File: config.mk
export PLATFORM = sky130hd
export DESIGN_NAME = pcie_device_cap_ctrl_regs
export DESIGN_NICKNAME = d
export VERILOG_FILES = /design/src/devcap_pkg.sv /design/src/devcap_regs.sv /design/src/sticky_bit.sv
export SDC_FILE = /design/constraint.sdc
export NUM_CORES = 1
export LEC_CHECK = 0
export ABC_AREA = 0
export BUFFER_PORTS_ARGS = -buffer_cell sky130_fd_sc_hd__buf_4
export CAP_MARGIN = 20
export CORE_MARGIN = 1
export CORE_UTILIZATION = 42
export CTS_BUF_LIST = sky130_fd_sc_hd__clkbuf_16
export DETAILED_ROUTE_END_ITERATION = 8
export PLACE_DENSITY = 0.72
export SYNTH_ARGS = -nofsm -noshare
export SYNTH_HDL_FRONTEND = slang
export SYNTH_SLANG_ARGS = --single-unit
File: constraint.sdc
create_clock -name ref_clk -period 1.8 [get_ports ref_clk]
set_input_delay 0.36 -clock ref_clk [delete_from_list [all_inputs] [get_ports ref_clk]]
set_output_delay 0.36 -clock ref_clk [all_outputs]
set_load 0.05 [all_outputs]
File: src/devcap_pkg.sv
// Purpose: Constants and carrier types for the device capability and control registers
// Assumes: 32-bit AHB-Lite register access, one word per register
// Notes: Behaviour list below
// Behaviour
// - Payload capability field bits 2:0 resets to code 001b, 256 bytes.
// - Capability bits 4:3 always read 00b, no phantom functions.
// - Capability bit 5 reads zero, no extended tag support.
// - L0s and L1 acceptable latency fields are read-only, reset 000b.
// - Capability bit 15 resets to 1, role-based error reporting present.
// - Upstream port loads bits 25:18 from slot power message; resets 00h.
// - Upstream port loads bits 27:26 from slot power message scale; resets 00b.
// - Payload capability and role-based defaults replaceable by management or memory load.
// - Four writable error reporting enables in control bits 0..3, reset 0.
// - Control bit 4, relaxed ordering enable, always reads 0.
// - Control payload field 7:5 resets 000b; writes above capability clamp to it.
// - Control bits 8 and 9 always read 0 whatever is written.
// - Control bit 10 is a sticky writable auxiliary power enable, reset 0.
// - Control bit 11, no-snoop enable, always reads 0.
// - Control bits 14:12, read request size, hardwired to 000b.
package devcap_pkg;
	localparam logic [7:0]  CAP_OFFSET      = 8'hE4;
	localparam logic [7:0]  CTRL_OFFSET     = 8'hE8;
	localparam logic [7:0]  LOAD_OFFSET     = 8'hF0;
	localparam logic [2:0]  MPS_CAP_RESET   = 3'h1;
	localparam logic        RBER_RESET      = 1'h1;
	localparam int          CAP_MPS_LSB     = 0;
	localparam int          CAP_RBER_BIT    = 15;
	localparam int          CAP_SPLV_LSB    = 18;
	localparam int          CAP_SPLS_LSB    = 26;
	localparam int          CTRL_MPS_LSB    = 5;
	localparam int          CTRL_AUX_BIT    = 10;
	localparam int          LOAD_RBER_BIT   = 3;

	typedef struct packed {
		logic        valid;
		logic [7:0]  value;
		logic [1:0]  scale;
	} slot_power_s;

	typedef struct packed {
		logic        valid;
		logic [2:0]  mps;
		logic        rber;
	} cap_load_s;
endpackage : devcap_pkg

File: src/devcap_regs.sv
// Purpose: Device capability and device control registers on AHB-Lite
// Assumes: Single-word transfers; zero wait states; OKAY response always
// Notes: Extra load register takes management or nonvolatile-memory defaults
`timescale 1ns/100ps
module pcie_device_cap_ctrl_regs
	import devcap_pkg::*;
#(
	parameter logic UPSTREAM = 1'b1
) (
	input  wire logic        ref_clk,
	input  wire logic        rst_n,
	input  wire logic        por_n,
	input  wire logic        hsel,
	input  wire logic [7:0]  haddr,
	input  wire logic [1:0]  htrans,
	input  wire logic        hwrite,
	input  wire logic [2:0]  hsize,
	input  wire logic [31:0] hwdata,
	input  wire logic        hready,
	output logic [31:0]      hrdata,
	output logic             hreadyout,
	output logic             hresp,
	input  wire slot_power_s slot_power,
	input  wire cap_load_s   cap_load,
	output logic [3:0]       err_report_en,
	output logic [2:0]       max_payload,
	output logic             aux_power_en
);
	logic        wr_pend_r;
	logic [7:0]  wr_addr_r;
	logic [2:0]  mps_cap_r;
	logic        rber_r;
	logic [7:0]  splv_r;
	logic [1:0]  spls_r;
	logic [3:0]  err_en_r;
	logic [2:0]  mps_r;
	logic        aux_q;
	logic [31:0] hrdata_r;
	logic        aux_out_r;

	function automatic logic [2:0] clamp_mps(input logic [2:0] req, input logic [2:0] cap);
		clamp_mps = (req > cap) ? cap : req;
	endfunction : clamp_mps

	wire         take     = hsel && hready && htrans[1];
	// Capability word is read-only: writes to it decode to nothing
	wire         wr_ctrl  = wr_pend_r && (wr_addr_r == CTRL_OFFSET);
	wire         wr_load  = wr_pend_r && (wr_addr_r == LOAD_OFFSET);
	wire [2:0]   mps_req  = hwdata[CTRL_MPS_LSB +: 3];
	// Reserved and hardwired fields stay zero; latencies fixed 000b
	wire [31:0]  cap_word = {4'h0, spls_r, splv_r, 2'h0, rber_r, 3'h0,
				6'h00, 3'h0, mps_cap_r};
	wire [31:0]  ctrl_word = {16'h0000, 5'h00, aux_q, 2'h0, mps_r, 1'b0,
				err_en_r};
	wire [31:0]  load_word = {28'h0, rber_r, mps_cap_r};
	wire [31:0]  rd_mux = (haddr == CAP_OFFSET)  ? cap_word :
			      (haddr == CTRL_OFFSET) ? ctrl_word :
			      (haddr == LOAD_OFFSET) ? load_word : 32'h0;

	always_ff @(posedge ref_clk or negedge rst_n) begin
		if (!rst_n) begin
			wr_pend_r <= 1'b0;
			wr_addr_r <= 8'h00;
			hrdata_r  <= 32'h0;
		end else begin
			wr_pend_r <= take && hwrite;
			wr_addr_r <= haddr;
			if (take && !hwrite) begin
				hrdata_r <= rd_mux;
			end
		end
	end

	always_ff @(posedge ref_clk or negedge rst_n) begin
		if (!rst_n) begin
			mps_cap_r <= MPS_CAP_RESET;
			rber_r    <= RBER_RESET;
		end else if (cap_load.valid) begin
			mps_cap_r <= cap_load.mps;
			rber_r    <= cap_load.rber;
		end else if (wr_load) begin
			mps_cap_r <= hwdata[2:0];
			rber_r    <= hwdata[LOAD_RBER_BIT];
		end
	end

	always_ff @(posedge ref_clk or negedge rst_n) begin
		if (!rst_n) begin
			splv_r <= 8'h00;
			spls_r <= 2'h0;
		end else if (UPSTREAM && slot_power.valid) begin
			splv_r <= slot_power.value;
			spls_r <= slot_power.scale;
		end
	end

	always_ff @(posedge ref_clk or negedge rst_n) begin
		if (!rst_n) begin
			err_en_r <= 4'h0;
			mps_r    <= 3'h0;
		end else if (wr_ctrl) begin
			err_en_r <= hwdata[3:0];
			mps_r    <= clamp_mps(mps_req, mps_cap_r);
		end
	end

	sticky_bit u_aux (
		.ref_clk (ref_clk),
		.por_n   (por_n),
		.wr_en   (wr_ctrl),
		.wr_val  (hwdata[CTRL_AUX_BIT]),
		.q       (aux_q)
	);

	always_ff @(posedge ref_clk or negedge por_n) begin
		if (!por_n) begin
			aux_out_r <= 1'b0;
		end else begin
			aux_out_r <= aux_q;
		end
	end

	always_ff @(posedge ref_clk or negedge rst_n) begin
		if (!rst_n) begin
			err_report_en <= 4'h0;
			max_payload   <= 3'h0;
		end else begin
			err_report_en <= err_en_r;
			max_payload   <= mps_r;
		end
	end

	assign hrdata       = hrdata_r;
	assign aux_power_en = aux_out_r;

	always_ff @(posedge ref_clk or negedge rst_n) begin
		if (!rst_n) begin
			hreadyout <= 1'b1;
			hresp     <= 1'b0;
		end else begin
			hreadyout <= 1'b1;
			hresp     <= 1'b0;
		end
	end

	a_mps_clamp: assert property (@(posedge ref_clk) disable iff (!rst_n)
		wr_ctrl |=> mps_r <= mps_cap_r) else $error("payload not clamped");
	a_mps_write: assert property (@(posedge ref_clk) disable iff (!rst_n)
		wr_ctrl && !cap_load.valid && !wr_load |=> mps_r == clamp_mps($past(mps_req), mps_cap_r))
		else $error("payload write wrong");
	a_err_en: assert property (@(posedge ref_clk) disable iff (!rst_n)
		wr_ctrl |=> ##1 err_report_en == $past(hwdata[3:0], 2)) else $error("enable wrong");
	a_ctrl_zero: assert property (@(posedge ref_clk) disable iff (!rst_n)
		ctrl_word[15:11] == 5'h0 && ctrl_word[9:8] == 2'h0 && !ctrl_word[4])
		else $error("hardwired control bit set");
	a_cap_zero: assert property (@(posedge ref_clk) disable iff (!rst_n)
		cap_word[31:28] == 4'h0 && cap_word[17:16] == 2'h0 && cap_word[14:3] == 12'h0)
		else $error("capability zero field set");
	a_slot_load: assert property (@(posedge ref_clk) disable iff (!rst_n)
		UPSTREAM && slot_power.valid |=> cap_word[25:18] == $past(slot_power.value)
		&& cap_word[27:26] == $past(slot_power.scale)) else $error("slot power not captured");
	a_cap_load: assert property (@(posedge ref_clk) disable iff (!rst_n)
		cap_load.valid |=> mps_cap_r == $past(cap_load.mps) && rber_r == $past(cap_load.rber))
		else $error("default load lost");
	a_aux_write: assert property (@(posedge ref_clk) disable iff (!por_n)
		wr_ctrl |=> ##1 aux_power_en == $past(hwdata[CTRL_AUX_BIT], 2))
		else $error("aux enable wrong");
	a_read_data: assert property (@(posedge ref_clk) disable iff (!rst_n)
		take && !hwrite && haddr == CTRL_OFFSET |=> hrdata[31:16] == 16'h0000)
		else $error("control upper bits set");
endmodule : pcie_device_cap_ctrl_regs

File: src/sticky_bit.sv
// Purpose: Sticky control bit kept across functional reset
// Assumes: por_n is the power-on reset, asynchronous, active low
// Notes: Functional reset has no effect here
`timescale 1ns/100ps
module sticky_bit (
	input  wire logic ref_clk,
	input  wire logic por_n,
	input  wire logic wr_en,
	input  wire logic wr_val,
	output logic      q
);
	always_ff @(posedge ref_clk or negedge por_n) begin
		if (!por_n) begin
			q <= 1'b0;
		end else if (wr_en) begin
			q <= wr_val;
		end
	end
endmodule : sticky_bit

# --- Yosys cells after proc, flatten, opt, wreduce, memory -nomap -nowiden ---
# Cells that the tools add are included.
classes:
  muxes: 8
  reduce_logical: 8
  n_eq_ne: 5
  magnitude_cmp: 1
ops:
  columns: ["cell", "n"]
  rows:
  - ["== test 8 bit (second input constant)", 5]
  - ["two-way mux 28 bit", 1]
  - ["two-way mux 11 bit", 1]
  - ["two-way mux 3 bit", 3]
  - ["logical AND 1 bit", 6]
  - ["two-way mux 4 bit", 1]
  - ["> comparator 3 bit", 1]
  - ["two-way mux 1 bit", 2]
  - ["nonzero test 2 bit", 1]
  - ["logical NOT 1 bit", 1]
totals:
  out_inout_bits: 42
  register_bits: 71
  inputBits: 67

# --- Logic depth before layout (Yosys ltp) ---
# Gate-level depths: netlist of run 1.
logic_depth:
  depth_word: 4
  mapped_depth: 6
  depth_no_buf: 6

# --- Modules after synthesis ---
# From an unflattened synthesis of run 1, not the netlist that was laid out.
hier_totals:
  hier_cells: 168
  area_unflattened_um2: 2331.0
modules_own_cells:
  columns: ["mod", "instances", "cells_per_inst", "area_each_um2"]
  rows:
  - ["pcie_device_cap_ctrl_regs", 1, 166, 2290.9]
  - ["sticky_bit", 1, 2, 40.0]

# --- Least setup slack after synthesis of run 1 ---
# OpenSTA, ideal clock, no wires.
synth_path:
  path_type: "register to register"
  start: "register wr_addr_r[1]"
  end: "register err_en_r[1]"
  required_ns: 1.675
  stages_incl_launch_ff: 5
  setup_slack_ns: 0.153
  setup_ns: 0.125
  path_buffers: 1
  arrival_time_ns: 1.523
  synth_period_minus_slack_ns: 1.647
  path_cell_list: "dfrtp_1 > or3_4 > nor4b_2 > buf_4 > mux2_2"
synth_via:
  elab_chain_len: 2
synth_rtl:
  columns: ["element", "line_no", "rtl"]
  rows:
  - ["start: declaration", "devcap_regs.sv:30", "logic [7:0] wr_addr_r;"]
  - ["start signal: assignment", "devcap_regs.sv:67", "wr_addr_r <= haddr;"]
  - ["== test 8 bit", "devcap_regs.sv:47", "wire wr_ctrl = wr_pend_r && (wr_addr_r == CTRL_OFFSET);"]
  - ["logical AND 1 bit", "devcap_regs.sv:47", null]
  - ["end signal: assignment", "devcap_regs.sv:102", "err_en_r <= hwdata[3:0];"]
  - ["end: declaration", "devcap_regs.sv:35", "logic [3:0] err_en_r;"]
# No other way between the ends.
# A chain may end at the register's enable or synchronous reset.

# --- Worst setup path after layout of run 1 ---
layout_path:
  start: "register mps_cap_r[1]"
  end: "register mps_r[0]"
layout_via:
  elab_chain_len: 2
layout_rtl:
  columns: ["element", "line_no", "rtl"]
  rows:
  - ["start: declaration", "devcap_regs.sv:31", "logic [2:0] mps_cap_r;"]
  - ["start signal: assignment", "devcap_regs.sv:79", "mps_cap_r <= cap_load.mps;"]
  - ["start signal: assignment", "devcap_regs.sv:82", "mps_cap_r <= hwdata[2:0];"]
  - ["> comparator 3 bit", "devcap_regs.sv:42", "clamp_mps = (req > cap) ? cap : req;"]
  - ["two-way mux 3 bit", "devcap_regs.sv:42", null]
  - ["end signal: assignment", "devcap_regs.sv:103", "mps_r <= clamp_mps(mps_req, mps_cap_r);"]
  - ["end: declaration", "devcap_regs.sv:36", "logic [2:0] mps_r;"]
# No other way between the ends.

==> flow_summary.yaml, run 1 <==
synthesis:
  synth-seq-cells: 58
  ys_types: 33
  synth_edf_count: 0
  synthesis.area_um2: 2360
  netlist_instances: 168
  yosysSeqAreaShare_pct: 61.5
  ys_async_sr_fraction_pct: 100
  synth_ff_type: "dfrtp_1"
  syn_avg_cell_area_um2: 14.1
  synth_warnings: 0
sta:
  finalSetupViolCount: 0
  finalSetupTns_ns: 0
  drv_slew: 0
  skew_ns: 0.00797
  worstMarginPinSlew_ns: 0.686
  fmax_mhz: 596
  hold_viol_final: 0
  relSlewSlack_pct: 54.3
  rsz0062_at_grt: "false"
  period_minus_slack_ns: 1.68
  post-route-period-util_pct: 93.2
routing:
  drtIter0Drc: 53
  antenna_left: 0
  post_drt_wl_per_cell_um: 14.6
  routed_wl_um: 4660
  drc: 0
  drtPass1Iterations: 4
  vias_per_cell: 4.92
  vias: 1570
place:
  portBuffers: 65
  dpl_cell_area_um2: 2900
  routabilityCongestion: 0.744
  place_hpwl_um: 3300
finish:
  area_growth_pct: 33.9
  layout_common_cells: "buf_4 (72), dfrtp_1 (56), a22o_1 (18), mux2_2 (15), conb_1 (15)"
  final_common_cell: "buf_4"
  drive_gt1_share_pct: 44.2
  fillers: 430
  diodes: 0
  num-nets-final: 315
  final_area_um2: 3170
clock_network:
  cts_setup_buffers: 0
  clock_latency_ns: 0.32
  clock_path_buffers: 2
  h-tree-depth: 3
  clock-root-buffer: "clkbuf_16"
  clk_pin_slew_ns: 0.05
  clock_sinks: 58
  cts_tree: "yes"
  cts_buffers: 9
floorplan:
  rows: 26
  die-area_um2: 5930
  io_pins: 109
  core_um2: 5270
  fp.dieW_um: 77.0
  die-height_um: 77.0
  start_util_pct: 44.9
setup_path:
  worst_setup_path_end_kind: "flip-flop"
  cp_max_fo: 6
  worst-setup-path-type: "reg2reg"
  rrSetupSlack_ns: 0.12
  cp_data_arrival_time_ns: 1.91
  r2r_cells: 6
  crit_required_ns: 2.03
  cp-start-kind: "flip-flop"
  r2r-end: "mps_r[0]$_DFFE_PN0P_"
  r2r_start: "mps_cap_r[1]$_DFFE_PN0P_"
global_route:
  grt_pass1_vias: 1624
  grt_max_degree: 57
  globalRouteOverflowTotal: 0
  grt_usage_pct: 17.3
  grt_pass1_wl_um: 7850
  antenna_found_initial: 0
pwr:
  power_density_nw_per_um2: 972
  vdd_drop_max_mv: 0.485
  leakagePower_nw: 1.58
worst_hold_path:
  hp-class: "in2async"
run_status:
  outcome: "completed"
run:
  max_cap_viol_count: 0
-- worst max path at each step --
stage / from / end / slack (ns)
floorplan: wr_addr_r[1]$_DFF_PN0_ / err_en_r[1]$_DFFE_PN0P_ / 0.15
global placement: hwdata[6] / mps_r[0]$_DFFE_PN0P_ / 0.08
detailed placement: hwdata[7] / mps_r[0]$_DFFE_PN0P_ / 0.04
CTS: mps_cap_r[0]$_DFFE_PN1P_ / mps_r[0]$_DFFE_PN0P_ / 0.05
global route: mps_cap_r[1]$_DFFE_PN0P_ / mps_r[0]$_DFFE_PN0P_ / 0.04
finish: mps_cap_r[1]$_DFFE_PN0P_ / mps_r[0]$_DFFE_PN0P_ / 0.12
-- stage by stage --
step	hold slack (ns)	power (mW)	utilization, %	instances	setup WS, ns
2_1_floorplan	0.0644	1.58	-	181	0.153
3_5_place_dp	0.147	1.69	55.0	303	0.0411
6_report	0.0779	3.08	60.1	319	0.123
5_1_grt	0.156	3.20	60.1	319	0.0428
4_1_cts	0.118	3.10	60.0	319	0.0547
3_3_place_gp	0.144	1.68	55.0	303	0.0773
-- cells by family (layout without fill, tap and decap cells) --
family          Yosys count  after routing  synth area share, %
mux                      19             19                 8.84
simple gates             26             26                 9.84
other cells               2             15                0.318
xor+xnor                  1              1                0.370
compound gates           34             34                 10.7
flops                    58             58                 61.5
buf+inv                  25             93                 6.83
fa+ha+maj                 3              3                 1.59
-- Yosys cell counts, types with 2 or more instances --
cell type	instances	area [um^2]
or3_1	2	12.5
nor2_1	3	11.3
a22o_1	18	158
buf_4	16	120
nor4_4	2	42.5
nand2_1	6	22.5
mux2_2	15	169
dfstp_2	2	52.6
dfrtp_1	56	1400
o21ai_0	8	40.0
clkbuf_1	3	11.3
a21o_1	3	22.5
or3_4	2	22.5
a31oi_1	3	18.8
mux2i_1	4	40.0
conb_1	2	7.51
ha_1	3	37.5
inv_1	5	18.8
-- routing by layer --
layer | global-route usage, % | vias to the layer above | part of all wire, %
li1 | - | 735 | -
met1 | 22.2 | 786 | 43
met2 | 28.3 | 43 | 52
met3 | 2.98 | 6 | 3.7
met4 | 8.49 | 0 | 1.2
met5 | 0 | - | 0
-- worst max-delay path, stage by stage (launching register included) --
cell	delay, ns
dfrtp_1	0.38
inv_1	0.08
ha_1	0.30
nand3_1	0.09
o21ai_1	0.12
or3b_2	0.46
a31oi_1	0.17
-- power by group --
part           internal [mW]  switching (mW)  total (mW)
Sequential              1.36          0.0255        1.38
Clock                  0.895           0.512        1.41
Combinational          0.112           0.177       0.289
-- sequential cells by signal (all words and copies together) (netlist names) --
signal / count
aux_power_en: 1
err_en_r: 4
err_report_en: 4
hrdata: 19
max_payload: 3
mps_cap_r: 3
mps_r: 3
rber_r: 1
spls_r: 2
splv_r: 8
u_aux.q: 1
wr_addr_r: 8
wr_pend_r: 1
-- final cells by class --
cell class                      count  area (um^2)  share of cell area (%)
Inverter                            5         18.8                   0.593
Multi-Input combinational cell     98          803                    25.4
Clock inverter                      6         26.3                   0.830
Timing Repair Buffer               73          551                    17.4
Sequential cell                    58         1450                    45.9
Tap cell                           70         87.6                    2.77
Clock buffer                        9          225                    7.11
-- timing repair --
item                                   CTS  global route
hold buffers                             1             0
setup endpoints to repair                0             2
endpoints found under the hold margin    2             0
resized for setup                        0             2
Note: power is estimated with default switching activity, not from simulation.
==> run 2, diff against run 1 <==
CORE_UTILIZATION = 25   (was 42)
PLACE_DENSITY = 0.44   (was 0.72)
clock period = 1.6 ns   (was 1.8 ns; I/O delays follow)
==> run 2 against run 1 <==
  * The flow now finishes with violations (negative setup slack)
  * Critical path depth fell by 2
  * Register-to-register slack got worse by 0.14 ns
  * Sequential share of layout area fell by 4.1 points
  * Clock skew fell by 0.0030 ns
  * Die area rose by 66%
  * Cell count rose by 17%
  * Setup slack got worse by 0.14 ns
  * Combinational power rose by 34%
==> flow_summary.yaml, run 2 (synthesis gave the netlist of run 1 again) <==
floorplan:
  fp.dieW_um: 99.3
  io_pins: 109
  start_util_pct: 25.7
  die-height_um: 99.3
  die-area_um2: 9850
  rows: 35
  core_um2: 9200
sta:
  period_minus_slack_ns: 1.62
  rsz0062_at_grt: "true"
  fmax_mhz: 617
  drv_slew: 0
  post-route-period-util_pct: 101
  finalSetupViolCount: 3
  skew_ns: 0.00502
  hold_viol_final: 0
  post-route-worst-setup-slack_ns: -0.0218
pwr:
  leakagePower_nw: 1.69
  power_density_nw_per_um2: 1130
  p_clk_share_pct: 50.5
  p_seq_share_pct: 39.6
  p_int_mw: 3.03
  power.share.switching_pct: 22.5
  pwr-share-comb_pct: 9.9
  vdd_drop_max_mv: 0.378
  switchingPower_mw: 0.880
clock_network:
  cts_buffers: 9
  clock_path_buffers: 2
  clock_sinks: 58
  clock-root-buffer: "clkbuf_16"
  h-tree-depth: 3
  clk_pin_slew_ns: 0.05
  clock_latency_ns: 0.32
  cts_setup_buffers: 0
  cts_tree: "yes"
global_route:
  grt_max_degree: 29
  grtUsageMet1_pct: 15.2
  globalRouteOverflowTotal: 0
  met2_usage_pct: 19.0
  antenna_found_initial: 0
  grt_pass1_wl_um: 8830
  busiest_layer: "met2"
  grt_usage_pct: 11.9
  use_met3_pct: 3.37
  grt_pass1_vias: 1683
setup_path:
  cp_max_fo: 6
  worst-setup-path-type: "reg2reg"
  path_cells: "or3_4 -> nor4b_4 -> buf_6 -> mux2_2"
  crit_required_ns: 1.80
  cp-start-kind: "flip-flop"
  critPathBufInv: 1
  cpPeakStageDelay_ns: 0.41
  cp_data_arrival_time_ns: 1.82
  crit_family: "simple AND/OR/NAND/NOR gates"
  crit_slowest_cell: "or3_4"
  worst_setup_path_end_kind: "flip-flop"
finish:
  area_growth_pct: 46.9
  final_common_cell: "buf_4"
  largest_reg_flops: 19
  drive_gt1_share_pct: 49.4
  final_util_pct: 37.8
  diodes: 0
  layout_common_cells: "buf_4 (78), dfrtp_1 (56), a22o_1 (18), conb_1 (15), mux2_2 (13)"
  final_area_um2: 3470
  num-nets-final: 328
routing:
  vias_per_cell: 4.29
  vias: 1606
  drtPass1Iterations: 4
  drc: 0
  antenna_left: 0
  routed_wl_um: 5330
  post_drt_wl_per_cell_um: 14.2
  drtIter0Drc: 30
run_status:
  failed_checks: "negative setup slack"
  outcome: "finished, violations left"
place:
  dpl_cell_area_um2: 3070
  place_hpwl_um: 3840
  routabilityCongestion: 0.712
  portBuffers: 65
worst_hold_path:
  hp-class: "in2reg"
run:
  max_cap_viol_count: 0
==> run 2: timing repair <==
item	CTS	global route
hold buffers	2	0
hold endpoints to repair	13	0
pin swaps	0	2
resized for setup	3	14
setup endpoints to repair	9	12
==> run 2: worst paths after layout <==
check	from	endpoint	slack (ns)	cells past startpoint
min in group asynchronous	por_n	aux_power_en$_DFF_PN0_	0.32	2
worst min register to register	u_aux.q$_DFFE_PN0P_	aux_power_en$_DFF_PN0_	0.40	0
worst min-delay path	haddr[6]	wr_addr_r[6]$_DFF_PN0_	0.12	1
worst max-delay path	wr_addr_r[1]$_DFF_PN0_	err_en_r[0]$_DFFE_PN0P_	-0.02	4
max in group asynchronous	rst_n	mps_cap_r[0]$_DFFE_PN1P_	0.71	3
worst max register to register	wr_addr_r[1]$_DFF_PN0_	err_en_r[0]$_DFFE_PN0P_	-0.02	4
==> run 2: power by group through the flow <==
stage               combinational [mW]  sequential, mW  clock, mW
floorplan                        0.201            1.58          0
global placement                 0.361            1.57          0
detailed placement               0.364            1.57          0
CTS                              0.370            1.55       2.03
global route                     0.425            1.56       2.11
finish                           0.387            1.55       1.98
==> run 2: final cells by class <==
cell class / instances / area, um^2
Clock inverter: 7 / 85.1
Fill cell: 909 / 5720
Timing Repair Buffer: 86 / 691
Inverter: 5 / 18.8
Clock buffer: 9 / 225
Tap cell: 111 / 139
Multi-Input combinational cell: 98 / 861
Sequential cell: 58 / 1450
==> run 2: metal layers <==
metal | part of all wire, % | up-vias
met1 | 45 | 794
met4 | 1.3 | 0
li1 | - | 756
met5 | 0 | -
met2 | 49 | 51
met3 | 4.2 | 5
==> run 2: through the flow <==
step | instances | hold WS (ns) | TNS (ns) | total power [mW] | setup WS [ns]
floorplan | 181 | 0.0244 | -0.0878 | 1.78 | -0.0219
global placement | 356 | 0.104 | -1.24 | 1.93 | -0.0789
detailed placement | 356 | 0.104 | -0.976 | 1.94 | -0.0730
CTS | 374 | 0.108 | -0.0786 | 3.95 | -0.0180
global route | 374 | 0.108 | -0.431 | 4.09 | -0.0589
finish | 374 | 0.122 | -0.0624 | 3.91 | -0.0218
